===== src/shared/lpg_pkg.sv =====
// Purpose: Shared constants for the LED pattern global control block
// Assumes: 50 MHz system clock, byte-wide registers behind a two-wire slave
// Notes: Phase times are held as counts of 10 ms ticks
package lpg_pkg;
   // Register offsets
   localparam logic [7:0] LPG_OFS_UPDATE = 8'h45;
   localparam logic [7:0] LPG_OFS_GCTL_TWO = 8'h61;
   localparam logic [7:0] LPG_OFS_GCTL_THREE = 8'h62;
   localparam logic [7:0] LPG_OFS_SOFT_RESET_ID = 8'h70;
   localparam logic [7:0] LPG_OFS_PAT_CONFIG = 8'h80;
   localparam logic [7:0] LPG_OFS_PAT_RUN = 8'h81;
   localparam logic [7:0] LPG_OFS_PAT_TIME_ZERO = 8'h82;
   localparam logic [7:0] LPG_OFS_PAT_TIME_ONE = 8'h83;
   localparam logic [7:0] LPG_OFS_PAT_LOOP = 8'h84;
   localparam logic [7:0] LPG_OFS_PAT_COUNT_LOW = 8'h85;
   localparam logic [7:0] LPG_OFS_LEVEL_HIGH = 8'h86;
   localparam logic [7:0] LPG_OFS_LEVEL_LOW = 8'h87;
   // Write keys and reset values
   localparam logic [7:0] LPG_SOFT_RESET_KEY = 8'h00;
   localparam logic [7:0] LPG_UPDATE_KEY = 8'h00;
   localparam logic [7:0] LPG_RESET_BYTE = 8'h00;
   // Field positions
   localparam int LPG_BCAST_DIS_BIT = 4;
   localparam int LPG_UPD_MODE_FAST_BIT = 3;
   localparam int LPG_UPD_MODE_SCALE_BIT = 2;
   localparam int LPG_SBW_BIT = 1;
   localparam int LPG_RGB_BIT = 0;
   localparam int LPG_SWITCH_BIT = 3;
   localparam int LPG_RAMP_BIT = 2;
   localparam int LPG_MODE_BIT = 1;
   localparam int LPG_ENABLE_BIT = 0;
   localparam int LPG_DONE_BIT = 2;
   localparam int LPG_RUNNING_BIT = 1;
   localparam int LPG_RUN_BIT = 0;
   localparam int LPG_STOP_MSB = 7;
   localparam int LPG_STOP_LSB = 6;
   localparam int LPG_START_MSB = 5;
   localparam int LPG_START_LSB = 4;
   // Timing
   localparam int LPG_CLK_PERIOD_NS = 20;
   localparam int LPG_TIME_UNIT_NS = 10_000_000;
   localparam int LPG_TICK_CYCLES = LPG_TIME_UNIT_NS / LPG_CLK_PERIOD_NS;
   // 0, .13, .26, .38, .51, .77, 1.04, 1.60, 2.10, 2.60, 3.10, 4.20, 5.20, 6.20, 7.30, 8.30 s
   localparam logic [9:0] LPG_PHASE_TICKS [16] = '{
      10'h000, 10'h00D, 10'h01A, 10'h026, 10'h033, 10'h04D, 10'h068, 10'h0A0,
      10'h0D2, 10'h104, 10'h136, 10'h1A4, 10'h208, 10'h26C, 10'h2DA, 10'h33E};
   typedef enum logic [2:0] {
      LPG_PH_IDLE = 3'b000,
      LPG_PH_A = 3'b001,
      LPG_PH_B = 3'b010,
      LPG_PH_FALL = 3'b011,
      LPG_PH_OFF = 3'b100
   } lpg_phase_t;
endpackage


===== src/shared/lpg_tmr_if.sv =====
// Purpose: Link between the pattern sequencer and its phase timer
// Assumes: Both ends on the system clock
// Notes: start is a one-cycle pulse, expired a one-cycle pulse
`timescale 1ns/1ps
interface lpg_tmr_if;
   logic start;
   logic [3:0] code;
   logic expired;
   modport timer (input start, input code, output expired);
   modport user (output start, output code, input expired);
endinterface


===== src/logic/lpg_phase_timer.sv =====
// Purpose: Times one breathing phase from a 4-bit duration code
// Assumes: Code is stable on the start pulse
// Notes: A new start abandons any phase still being timed
`timescale 1ns/1ps
module lpg_phase_timer
   import lpg_pkg::*;
#(
   parameter int unsigned TICK_CYCLES = LPG_TICK_CYCLES
) (
   input wire logic clk_sys_in,
   input wire logic rst_in,
   lpg_tmr_if.timer tmr
);
   logic busy_q;
   logic [31:0] tick_q;
   logic [9:0] unit_q;
   logic [9:0] target_q;

   always_ff @(posedge clk_sys_in) begin
      if (rst_in) begin
         busy_q <= 1'b0;
         tick_q <= '0;
         unit_q <= '0;
         target_q <= '0;
         tmr.expired <= 1'b0;
      end else begin
         tmr.expired <= 1'b0;
         if (tmr.start) begin
            busy_q <= 1'b1;
            tick_q <= '0;
            unit_q <= '0;
            target_q <= LPG_PHASE_TICKS[tmr.code];
         end else if (busy_q) begin
            if (unit_q == target_q) begin
               busy_q <= 1'b0;
               tmr.expired <= 1'b1;
            end else if (tick_q == 32'(TICK_CYCLES - 1)) begin
               tick_q <= '0;
               unit_q <= unit_q + 10'h001;
            end else begin
               tick_q <= tick_q + 32'h0000_0001;
            end
         end
      end
   end
endmodule


===== src/logic/lpg_top.sv =====
// Purpose: Global update options, soft reset/ID and breathing pattern sequencer
// Assumes: Registers reached over a two-wire serial slave on the scl/sda pins
// Notes: Soft reset clears registers but leaves a transfer in progress alone
`timescale 1ns/1ps
// How it works
// Broadcast address answered unless disabled
// Update mode picks boundary or immediate apply
// Single-byte brightness write mode flag
// RGB mode shares brightness per three
// Writing 00h to reset clears registers
// Reset register reads chip identity code
// Manual switch bit turns LEDs on/off
// Mode selects manual or auto; ramp option
// Run rising edge starts the loop
// Running flag shows loop state
// Done flag set when pattern completes
// First time register holds two codes
// Fall time code with sixteen-step table
// Off time code, same table
// Stop point: off phase or second
// Start point selects restart phase
// Repeat count twelve bits, high nibble
// Zero repeat count loops forever
// Update register write applies pending values
// Level registers give fade max/min
// Reserved bits read zero
// Run edge gives one-cycle start pulse
module lpg_top
   import lpg_pkg::*;
#(
   parameter logic [6:0] I2C_ADDR = 7'h30,
   parameter logic [6:0] BCAST_ADDR = 7'h3C,
   parameter logic [7:0] CHIP_ID = 8'hA5, // Arbitrary value
   parameter int unsigned TICK_CYCLES = LPG_TICK_CYCLES
) (
   input wire logic clk_sys_in,
   input wire logic rst_in,
   input wire logic scl_in,
   input wire logic sda_in,
   output logic sda_out,
   output logic sda_oe_n_out,
   input wire logic pwm_period_end_in,
   output logic bright_update_out,
   output logic scale_update_out,
   output logic single_byte_write_mode_out,
   output logic rgb_shared_brightness_out,
   output logic [3:0] slew_ctl_out,
   output logic pattern_engine_enable_out,
   output logic pattern_running_state_out,
   output logic pattern_done_flag_out,
   output logic [2:0] pattern_phase_out,
   output logic pattern_led_on_out,
   output logic pattern_ramp_out,
   output logic [7:0] group_level_high_out,
   output logic [7:0] group_level_low_out
);
   typedef enum logic [2:0] {
      I_IDLE = 3'b000,
      I_ADDR = 3'b001,
      I_ACK = 3'b010,
      I_RX = 3'b011,
      I_TX = 3'b100,
      I_TXACK = 3'b101,
      I_LOAD = 3'b110
   } lpg_i2c_st_t;

   lpg_tmr_if tmr ();

   // Serial pin synchronisers
   logic scl_s1_q, scl_s2_q, scl_s3_q;
   logic sda_s1_q, sda_s2_q, sda_s3_q;
   always_ff @(posedge clk_sys_in) begin
      if (rst_in) begin
         {scl_s1_q, scl_s2_q, scl_s3_q} <= 3'h7;
         {sda_s1_q, sda_s2_q, sda_s3_q} <= 3'h7;
      end else begin
         {scl_s1_q, scl_s2_q, scl_s3_q} <= {scl_in, scl_s1_q, scl_s2_q};
         {sda_s1_q, sda_s2_q, sda_s3_q} <= {sda_in, sda_s1_q, sda_s2_q};
      end
   end

   logic scl_rise_c, scl_fall_c, start_c, stop_c;
   assign scl_rise_c = scl_s2_q & ~scl_s3_q;
   assign scl_fall_c = ~scl_s2_q & scl_s3_q;
   assign start_c = scl_s2_q & scl_s3_q & sda_s3_q & ~sda_s2_q;
   assign stop_c = scl_s2_q & scl_s3_q & ~sda_s3_q & sda_s2_q;

   lpg_i2c_st_t ist_q;
   logic [7:0] shift_q, ptr_q, wr_addr_q, wr_data_q, rd_byte_c, byte_c;
   logic [2:0] bit_q;
   logic have_ptr_q, is_read_q, ack_held_q, drive_q, wr_q, addr_hit_c, load_c;
   logic [4:0] gctl_two_q;
   logic [3:0] gctl_three_q, pat_cfg_q;
   logic run_q, run_prev_q, start_q, running_q, done_q, soft_rst_q, srst_c;
   logic [7:0] time_zero_q, time_one_q, loop_ctl_q, count_low_q, lvl_hi_q, lvl_lo_q;

   assign byte_c = {shift_q[6:0], sda_s2_q};
   always_comb begin
      addr_hit_c = (byte_c[7:1] == I2C_ADDR);
      if (byte_c[7:1] == BCAST_ADDR && !gctl_two_q[LPG_BCAST_DIS_BIT]) begin
         addr_hit_c = 1'b1;
      end
   end
   assign load_c = (ist_q == I_LOAD) || (ist_q == I_ACK && ack_held_q && is_read_q);

   // Byte-level serial slave; pointer auto-increments per data byte
   always_ff @(posedge clk_sys_in) begin
      if (rst_in) begin
         ist_q <= I_IDLE;
         shift_q <= '0;
         ptr_q <= '0;
         bit_q <= '0;
         have_ptr_q <= 1'b0;
         is_read_q <= 1'b0;
         ack_held_q <= 1'b0;
         drive_q <= 1'b0;
         wr_q <= 1'b0;
         wr_addr_q <= '0;
         wr_data_q <= '0;
      end else begin
         wr_q <= 1'b0;
         if (start_c) begin
            ist_q <= I_ADDR;
            bit_q <= '0;
            have_ptr_q <= 1'b0;
            drive_q <= 1'b0;
         end else if (stop_c) begin
            ist_q <= I_IDLE;
            drive_q <= 1'b0;
         end else if (scl_rise_c) begin
            case (ist_q)
               I_ADDR, I_RX: begin
                  shift_q <= byte_c;
                  bit_q <= bit_q + 3'h1;
                  if (bit_q == 3'h7) begin
                     ack_held_q <= 1'b0;
                     ist_q <= I_ACK;
                     if (ist_q == I_ADDR) begin
                        is_read_q <= byte_c[0];
                        if (!addr_hit_c) begin
                           ist_q <= I_IDLE;
                        end
                     end else if (!have_ptr_q) begin
                        ptr_q <= byte_c;
                        have_ptr_q <= 1'b1;
                     end else begin
                        wr_q <= 1'b1;
                        wr_addr_q <= ptr_q;
                        wr_data_q <= byte_c;
                        ptr_q <= ptr_q + 8'h01;
                     end
                  end
               end
               I_TX: begin
                  bit_q <= bit_q + 3'h1;
                  if (bit_q == 3'h7) begin
                     ist_q <= I_TXACK;
                  end
               end
               I_TXACK: begin
                  ist_q <= sda_s2_q ? I_IDLE : I_LOAD;
               end
               default: begin
               end
            endcase
         end else if (scl_fall_c) begin
            if (load_c) begin
               shift_q <= rd_byte_c;
               drive_q <= ~rd_byte_c[7];
               ptr_q <= ptr_q + 8'h01;
               bit_q <= '0;
               ack_held_q <= 1'b0;
               ist_q <= I_TX;
            end else begin
               case (ist_q)
                  I_ACK: begin
                     if (!ack_held_q) begin
                        drive_q <= 1'b1;
                        ack_held_q <= 1'b1;
                     end else begin
                        drive_q <= 1'b0;
                        bit_q <= '0;
                        ist_q <= I_RX;
                     end
                  end
                  I_TX: begin
                     shift_q <= {shift_q[6:0], 1'b0};
                     drive_q <= ~shift_q[6];
                  end
                  I_TXACK: drive_q <= 1'b0;
                  default: begin
                  end
               endcase
            end
         end
      end
   end

   always_ff @(posedge clk_sys_in) begin
      if (rst_in) begin
         sda_out <= 1'b0;
         sda_oe_n_out <= 1'b1;
      end else begin
         sda_out <= 1'b0;
         sda_oe_n_out <= ~drive_q;
      end
   end

   // Read mux; unused bits read zero
   always_comb begin
      rd_byte_c = 8'h00;
      case (ptr_q)
         LPG_OFS_GCTL_TWO: rd_byte_c = {3'h0, gctl_two_q};
         LPG_OFS_GCTL_THREE: rd_byte_c = {4'h0, gctl_three_q};
         LPG_OFS_SOFT_RESET_ID: rd_byte_c = CHIP_ID;
         LPG_OFS_PAT_CONFIG: rd_byte_c = {4'h0, pat_cfg_q};
         LPG_OFS_PAT_RUN: rd_byte_c = {5'h00, done_q, running_q, run_q};
         LPG_OFS_PAT_TIME_ZERO: rd_byte_c = time_zero_q;
         LPG_OFS_PAT_TIME_ONE: rd_byte_c = time_one_q;
         LPG_OFS_PAT_LOOP: rd_byte_c = loop_ctl_q;
         LPG_OFS_PAT_COUNT_LOW: rd_byte_c = count_low_q;
         LPG_OFS_LEVEL_HIGH: rd_byte_c = lvl_hi_q;
         LPG_OFS_LEVEL_LOW: rd_byte_c = lvl_lo_q;
         default: rd_byte_c = 8'h00;
      endcase
   end

   // Soft reset lands one cycle after the write
   always_ff @(posedge clk_sys_in) begin
      if (rst_in) begin
         soft_rst_q <= 1'b0;
      end else begin
         soft_rst_q <= wr_q && wr_addr_q == LPG_OFS_SOFT_RESET_ID
            && wr_data_q == LPG_SOFT_RESET_KEY;
      end
   end
   assign srst_c = rst_in | soft_rst_q;

   always_ff @(posedge clk_sys_in) begin
      if (srst_c) begin
         gctl_two_q <= LPG_RESET_BYTE[4:0];
         gctl_three_q <= LPG_RESET_BYTE[3:0];
         pat_cfg_q <= LPG_RESET_BYTE[3:0];
         run_q <= 1'b0;
         time_zero_q <= LPG_RESET_BYTE;
         time_one_q <= LPG_RESET_BYTE;
         loop_ctl_q <= LPG_RESET_BYTE;
         count_low_q <= LPG_RESET_BYTE;
         lvl_hi_q <= LPG_RESET_BYTE;
         lvl_lo_q <= LPG_RESET_BYTE;
      end else if (wr_q) begin
         case (wr_addr_q)
            LPG_OFS_GCTL_TWO: gctl_two_q <= wr_data_q[4:0];
            LPG_OFS_GCTL_THREE: gctl_three_q <= wr_data_q[3:0];
            LPG_OFS_PAT_CONFIG: pat_cfg_q <= wr_data_q[3:0];
            LPG_OFS_PAT_RUN: run_q <= wr_data_q[LPG_RUN_BIT];
            LPG_OFS_PAT_TIME_ZERO: time_zero_q <= wr_data_q;
            LPG_OFS_PAT_TIME_ONE: time_one_q <= wr_data_q;
            LPG_OFS_PAT_LOOP: loop_ctl_q <= wr_data_q;
            LPG_OFS_PAT_COUNT_LOW: count_low_q <= wr_data_q;
            LPG_OFS_LEVEL_HIGH: lvl_hi_q <= wr_data_q;
            LPG_OFS_LEVEL_LOW: lvl_lo_q <= wr_data_q;
            default: begin
            end
         endcase
      end
   end

   // Update strobes; boundary mode waits for the datapath carrier end
   logic upd_wr_c, upd_fast_c, pend_q, pend_scale_q;
   assign upd_wr_c = wr_q && wr_addr_q == LPG_OFS_UPDATE && wr_data_q == LPG_UPDATE_KEY;
   assign upd_fast_c = gctl_two_q[LPG_UPD_MODE_FAST_BIT];
   always_ff @(posedge clk_sys_in) begin
      if (srst_c) begin
         pend_q <= 1'b0;
         pend_scale_q <= 1'b0;
         bright_update_out <= 1'b0;
         scale_update_out <= 1'b0;
      end else begin
         bright_update_out <= (upd_wr_c && upd_fast_c)
            || (pend_q && pwm_period_end_in);
         scale_update_out <= (upd_wr_c && upd_fast_c && gctl_two_q[LPG_UPD_MODE_SCALE_BIT])
            || (pend_q && pend_scale_q && pwm_period_end_in);
         if (upd_wr_c && !upd_fast_c) begin
            pend_q <= 1'b1;
            pend_scale_q <= gctl_two_q[LPG_UPD_MODE_SCALE_BIT];
         end else if (pwm_period_end_in) begin
            pend_q <= 1'b0;
         end
      end
   end

   // Pattern sequencer
   lpg_phase_t ph_q, ph_d, restart_c;
   logic engine_on_c, enter_c, finish_c, inc_c, loop_end_c;
   logic [11:0] rpt_c, loop_cnt_q;
   assign rpt_c = {loop_ctl_q[3:0], count_low_q};
   assign engine_on_c = pat_cfg_q[LPG_ENABLE_BIT] & pat_cfg_q[LPG_MODE_BIT];

   always_comb begin
      case (loop_ctl_q[LPG_START_MSB:LPG_START_LSB])
         2'h0: restart_c = LPG_PH_A;
         2'h1: restart_c = LPG_PH_B;
         2'h2: restart_c = LPG_PH_FALL;
         default: restart_c = LPG_PH_OFF;
      endcase
   end

   always_comb begin
      ph_d = ph_q;
      enter_c = 1'b0;
      finish_c = 1'b0;
      inc_c = 1'b0;
      // Loop ends at start of off phase, else at start of second phase
      loop_end_c = (loop_ctl_q[LPG_STOP_MSB:LPG_STOP_LSB] == 2'h0) ?
         (ph_q == LPG_PH_FALL) : (ph_q == LPG_PH_A);
      if (!engine_on_c) begin
         ph_d = LPG_PH_IDLE;
      end else if (start_q) begin
         ph_d = LPG_PH_A;
         enter_c = 1'b1;
      end else if (ph_q != LPG_PH_IDLE && tmr.expired) begin
         enter_c = 1'b1;
         if (loop_end_c) begin
            if (rpt_c != 12'h000 && loop_cnt_q + 12'h001 >= rpt_c) begin
               finish_c = 1'b1;
               enter_c = 1'b0;
               ph_d = LPG_PH_IDLE;
            end else begin
               inc_c = (rpt_c != 12'h000);
               ph_d = restart_c;
            end
         end else begin
            case (ph_q)
               LPG_PH_A: ph_d = LPG_PH_B;
               LPG_PH_B: ph_d = LPG_PH_FALL;
               LPG_PH_FALL: ph_d = LPG_PH_OFF;
               default: ph_d = LPG_PH_A;
            endcase
         end
      end
   end

   // Phase code selection for the shared timer
   logic [3:0] code_c;
   always_comb begin
      case (ph_d)
         LPG_PH_A: code_c = time_zero_q[7:4];
         LPG_PH_B: code_c = time_zero_q[3:0];
         LPG_PH_FALL: code_c = time_one_q[7:4];
         default: code_c = time_one_q[3:0];
      endcase
   end

   always_ff @(posedge clk_sys_in) begin
      if (srst_c) begin
         run_prev_q <= 1'b0;
         start_q <= 1'b0;
      end else begin
         run_prev_q <= run_q;
         start_q <= run_q & ~run_prev_q;
      end
   end

   always_ff @(posedge clk_sys_in) begin
      if (srst_c) begin
         ph_q <= LPG_PH_IDLE;
         loop_cnt_q <= '0;
         running_q <= 1'b0;
         tmr.start <= 1'b0;
         tmr.code <= '0;
      end else begin
         ph_q <= ph_d;
         running_q <= (ph_d != LPG_PH_IDLE);
         tmr.start <= enter_c;
         tmr.code <= code_c;
         if (start_q) begin
            loop_cnt_q <= '0;
         end else if (inc_c) begin
            loop_cnt_q <= loop_cnt_q + 12'h001;
         end
      end
   end

   // Done is sticky; completion wins over a clearing write
   always_ff @(posedge clk_sys_in) begin
      if (srst_c) begin
         done_q <= 1'b0;
      end else if (finish_c) begin
         done_q <= 1'b1;
      end else if (start_q || (wr_q && wr_addr_q == LPG_OFS_PAT_RUN
            && !wr_data_q[LPG_DONE_BIT])) begin
         done_q <= 1'b0;
      end
   end

   lpg_phase_timer #(
      .TICK_CYCLES(TICK_CYCLES)
   ) u_timer (
      .clk_sys_in(clk_sys_in),
      .rst_in(srst_c),
      .tmr(tmr)
   );

   always_ff @(posedge clk_sys_in) begin
      if (srst_c) begin
         single_byte_write_mode_out <= 1'b0;
         rgb_shared_brightness_out <= 1'b0;
         slew_ctl_out <= '0;
         pattern_engine_enable_out <= 1'b0;
         pattern_running_state_out <= 1'b0;
         pattern_done_flag_out <= 1'b0;
         pattern_phase_out <= '0;
         pattern_led_on_out <= 1'b0;
         pattern_ramp_out <= 1'b0;
         group_level_high_out <= '0;
         group_level_low_out <= '0;
      end else begin
         single_byte_write_mode_out <= gctl_two_q[LPG_SBW_BIT];
         rgb_shared_brightness_out <= gctl_two_q[LPG_RGB_BIT];
         slew_ctl_out <= gctl_three_q;
         pattern_engine_enable_out <= pat_cfg_q[LPG_ENABLE_BIT];
         pattern_running_state_out <= running_q;
         pattern_done_flag_out <= done_q;
         pattern_phase_out <= ph_q;
         // Manual mode follows the switch; auto lights while looping
         pattern_led_on_out <= pat_cfg_q[LPG_MODE_BIT] ? running_q
            : pat_cfg_q[LPG_SWITCH_BIT];
         pattern_ramp_out <= pat_cfg_q[LPG_RAMP_BIT] & ~pat_cfg_q[LPG_MODE_BIT];
         group_level_high_out <= lvl_hi_q;
         group_level_low_out <= lvl_lo_q;
      end
   end
endmodule


===== config.mk =====
export PLATFORM = sky130hd
export DESIGN_NAME = lpg_top
export DESIGN_NICKNAME = d
export VERILOG_FILES = /design/src/shared/lpg_pkg.sv /design/src/shared/lpg_tmr_if.sv /design/src/logic/lpg_phase_timer.sv /design/src/logic/lpg_top.sv
export SDC_FILE = /design/constraint.sdc
export NUM_CORES = 1
export LEC_CHECK = 0
export ABC_AREA = 1
export BUFFER_PORTS_ARGS = -buffer_cell sky130_fd_sc_hd__buf_4
export CAP_MARGIN = 20
export CORE_ASPECT_RATIO = 1.75
export CORE_UTILIZATION = 43
export CTS_BUF_LIST = sky130_fd_sc_hd__clkbuf_16
export DETAILED_ROUTE_END_ITERATION = 8
export REMOVE_ABC_BUFFERS = 1
export SLEW_MARGIN = 5
export SYNTH_ARGS = -nofsm -noshare
export SYNTH_HDL_FRONTEND = slang
export SYNTH_HIERARCHICAL = 1
export SYNTH_SLANG_ARGS = --single-unit

===== constraint.sdc =====
create_clock -name clk_sys_in -period 8.3 [get_ports clk_sys_in]
set_clock_uncertainty 0.2 [all_clocks]
set_input_delay 1.66 -clock clk_sys_in [delete_from_list [all_inputs] [get_ports clk_sys_in]]
set_output_delay 1.66 -clock clk_sys_in [all_outputs]
set_load 0.01 [all_outputs]

==> metrics.yaml <==
clockPowerShare_pct: 48.5
drt_first_pass_iters: 7
synth_area_um2: 11400
syn-mean-instance-area_um2: 6.84
pin_count: 39
cts-buffers-inserted: 23
drt_iter0_drc: 577
cts-hold-fix-buffers: 0
fin_setup_tns_ns: 0
clkTransAtPathRegs_ns: 0.07
drc: 0
routed_wl_um: 32200
place.gp.congestion: 0.964
p_switching_mw: 0.489
powerDensity_nw_per_um2: 172
rr_worst_depth: 20
power_frac_comb_pct: 1.9
clock_latency_ns: 0.53
areaGrowthSynthToFinish_pct: 10.9
crit_fanout: 15
nNetsFinal: 1728
viasPerCell: 5.24
setup_viol: 0
switching_share_pct: 22.4
p_int_mw: 1.69
cts-resized-gates: 0
outcome: "complete, no violations"
synth-seq-cells: 224
register_area_um2: 4480
clock_sinks: 224
start_util_pct: 43.9
coreArea_um2: 26100
die_area_um2: 27300
cts.path.max_buffers: 3
end_kind: "register"
wire_per_inst_um: 15.9
synth_cell_types: 55
cts_tree: "yes"
grt_max_degree: 70
max-cap-violations: 0
die_x_um: 125
antenna_found_initial: 0
period_share_pct: 47.7
p_seq_share_pct: 49.5
slew_headroom_pct: 33.9
path_common_cell: "nand3_1"
vias: 10600
hold_viol: 0
num-fill-cells: 2654
slowest_delay_ns: 0.68
critPathArrivalTime_ns: 4.17
crit_path_top_delay_cell: "nor2_1"
io_buffer_count: 37
dp_hpwl_um: 24700
leakage_nw: 4.97
period_needed_ns: 3.96
num_antenna_cells: 0
die_h_um: 218
path_cells: "nand3_1, inv_1, nand3_1, nor3_1, nand2_1, nor2_1, nand3_1, xor2_1, inv_1, ha_1, nand2_1, inv_1, nand2_1, nand3_1, nor2_1, nand2_2, nor2_1, inv_2, o21ai_0, a21oi_1"
ys_seq_area_share_pct: 39.2
grt_pass1_wl_um: 52100
cp-start-kind: "register"
drive_above_1_share_pct: 8.49
rsz0062_at_grt: "no"
worst_ir_drop_vdd_mv: 0.147
htreeDepth: 1
tightest_slew_ns: 0.989
cts-root-buf: "clkbuf_16"
min_path_cells: 1
fmax_mhz: 253
crit_required_ns: 8.52
hold_path_class: "reg -> reg"
grt_usage_pct: 24.0
ant_nets: 0
maxSlewViolCount: 0
grt_pass1_vias: 10500
synthCells: 1671
rows: 78
finalPower_mw: 2.18
critical_path_class: "reg -> reg"
grt_remaining_overflow: 0
yosysWarningCount: 6
postCtsSetupRepairBufs: 0
multi_input_area_um2: 5810
==> placed cells by master, fill, tap and decap left out, types with 17 or more instances in the layout <==
cell type and instances:
nand2_1 347, inv_1 227, dfxtp_1 224, nor2_1 212
a21oi_1 175, o21ai_0 131, nand3_1 63, buf_4 42
ha_1 31, nor3_1 25, clkbuf_16 23, nand4_1 22
xor2_1 21, inv_2 17, o22ai_1 17
==> registers in the layout, indices dropped and copies added (netlist names), 10 cells and up <==
signal            cells
u_timer/tick_q       32
loop_cnt_q           12
u_timer/target_q     10
u_timer/unit_q       10
==> routing by layer <==
metal / GRT usage, % / part of all wire (%)
met5: 0 / 0
met4: 15.8 / 6.5
met3: 2.48 / 2.6
met2: 49.3 / 56
met1: 21.7 / 35
==> per-stage QoR <==
stage	worst slack [ns]	hold slack [ns]	util, %	cells	cell area, um2
after global placement	3.92	0.178	45.8	1987	11900
after CTS	4.30	0.198	48.7	2027	12700
after global routing	3.72	0.224	48.7	2027	12700
after detailed placement	3.84	0.176	45.8	1987	11900
after floorplan	1.77	0.166	-	1625	11200
final	4.34	0.195	48.7	2027	12700
==> power by group through the flow <==
stage	sequential, mW	combinational (mW)	clock [mW]
floorplan	1.10	0.0287	0
global placement	1.10	0.0424	0
detailed placement	1.10	0.0427	0
CTS	1.08	0.0427	1.08
global route	1.08	0.0483	1.12
finish	1.08	0.0424	1.06
==> cells in the mapped netlist, drive strengths merged <==
library cell / n / share of area [%]
a221oi: 6 / 0.46
o21bai: 4 / 0.26
nor3: 32 / 1.8
o21ai: 135 / 5.9
o311ai: 1 / 0.077
o2111ai: 3 / 0.23
a211oi: 3 / 0.20
nor2: 231 / 8.3
o32ai: 2 / 0.15
xor2: 21 / 1.6
nand2: 359 / 12
inv: 243 / 8.0
a22oi: 1 / 0.066
a31oi: 8 / 0.57
o221ai: 3 / 0.23
o31ai: 1 / 0.066
nand3b: 4 / 0.26
ha: 31 / 3.4
a21oi: 177 / 7.8
conb: 1 / 0.033
and2: 2 / 0.11
buf: 18 / 1.1
or2: 4 / 0.22
clkbuf: 28 / 0.93
o22ai: 17 / 0.93
or3: 1 / 0.055
dfxtp: 224 / 39
a211o: 1 / 0.077
a22o: 1 / 0.077
o211ai: 6 / 0.39
nand4: 23 / 1.4
o21a: 2 / 0.13
clkinv: 2 / 0.066
a32oi: 1 / 0.077
nor4: 8 / 0.55
xnor2: 3 / 0.23
nand3: 64 / 2.8
==> area by class of cell <==
type / count / area share, %
inverter: 245 / 7.25
multi-input combinational: 1156 / 45.8
sequential: 224 / 35.4
timing repair buffer: 42 / 2.49
tap: 320 / 3.16
clock inverter: 17 / 1.39
clock buffer: 23 / 4.54
==> worst paths after layout <==
check	to	from	slack (ns)
setup / recovery	loop_cnt_q[0]	loop_cnt_q[0]	4.34
hold / removal	sda_oe_n_out	drive_q	0.20
setup reg to reg	loop_cnt_q[0]	loop_cnt_q[0]	4.34
hold reg to reg	sda_oe_n_out	drive_q	0.20
==> critical path: cells and delay by family (launching register included) <==
| family | cells | cell delay [ns] |
|---|---|---|
| and+or+nand+nor | 12 | 2.09 |
| DFF | 1 | 0.40 |
| buffers and inverters | 4 | 0.39 |
| adders and majority gates | 1 | 0.29 |
| AOI/OAI and AO/OA | 2 | 0.27 |
| xor gates and xnor gates | 1 | 0.21 |
==> cell families (layout without fill, tap and decap cells) <==
group / Yosys count / after routing / synth area share [%]
other: 1 / 1 / 0.0328
xor gates and xnor gates: 24 / 24 / 1.84
adders and majority gates: 31 / 31 / 3.39
AOI/OAI and AO/OA: 372 / 372 / 17.7
and+or+nand+nor: 728 / 728 / 27.7
DFF: 224 / 224 / 39.2
buffers and inverters: 291 / 327 / 10.1
No activity file was read; power rests on OpenSTA's default activity.
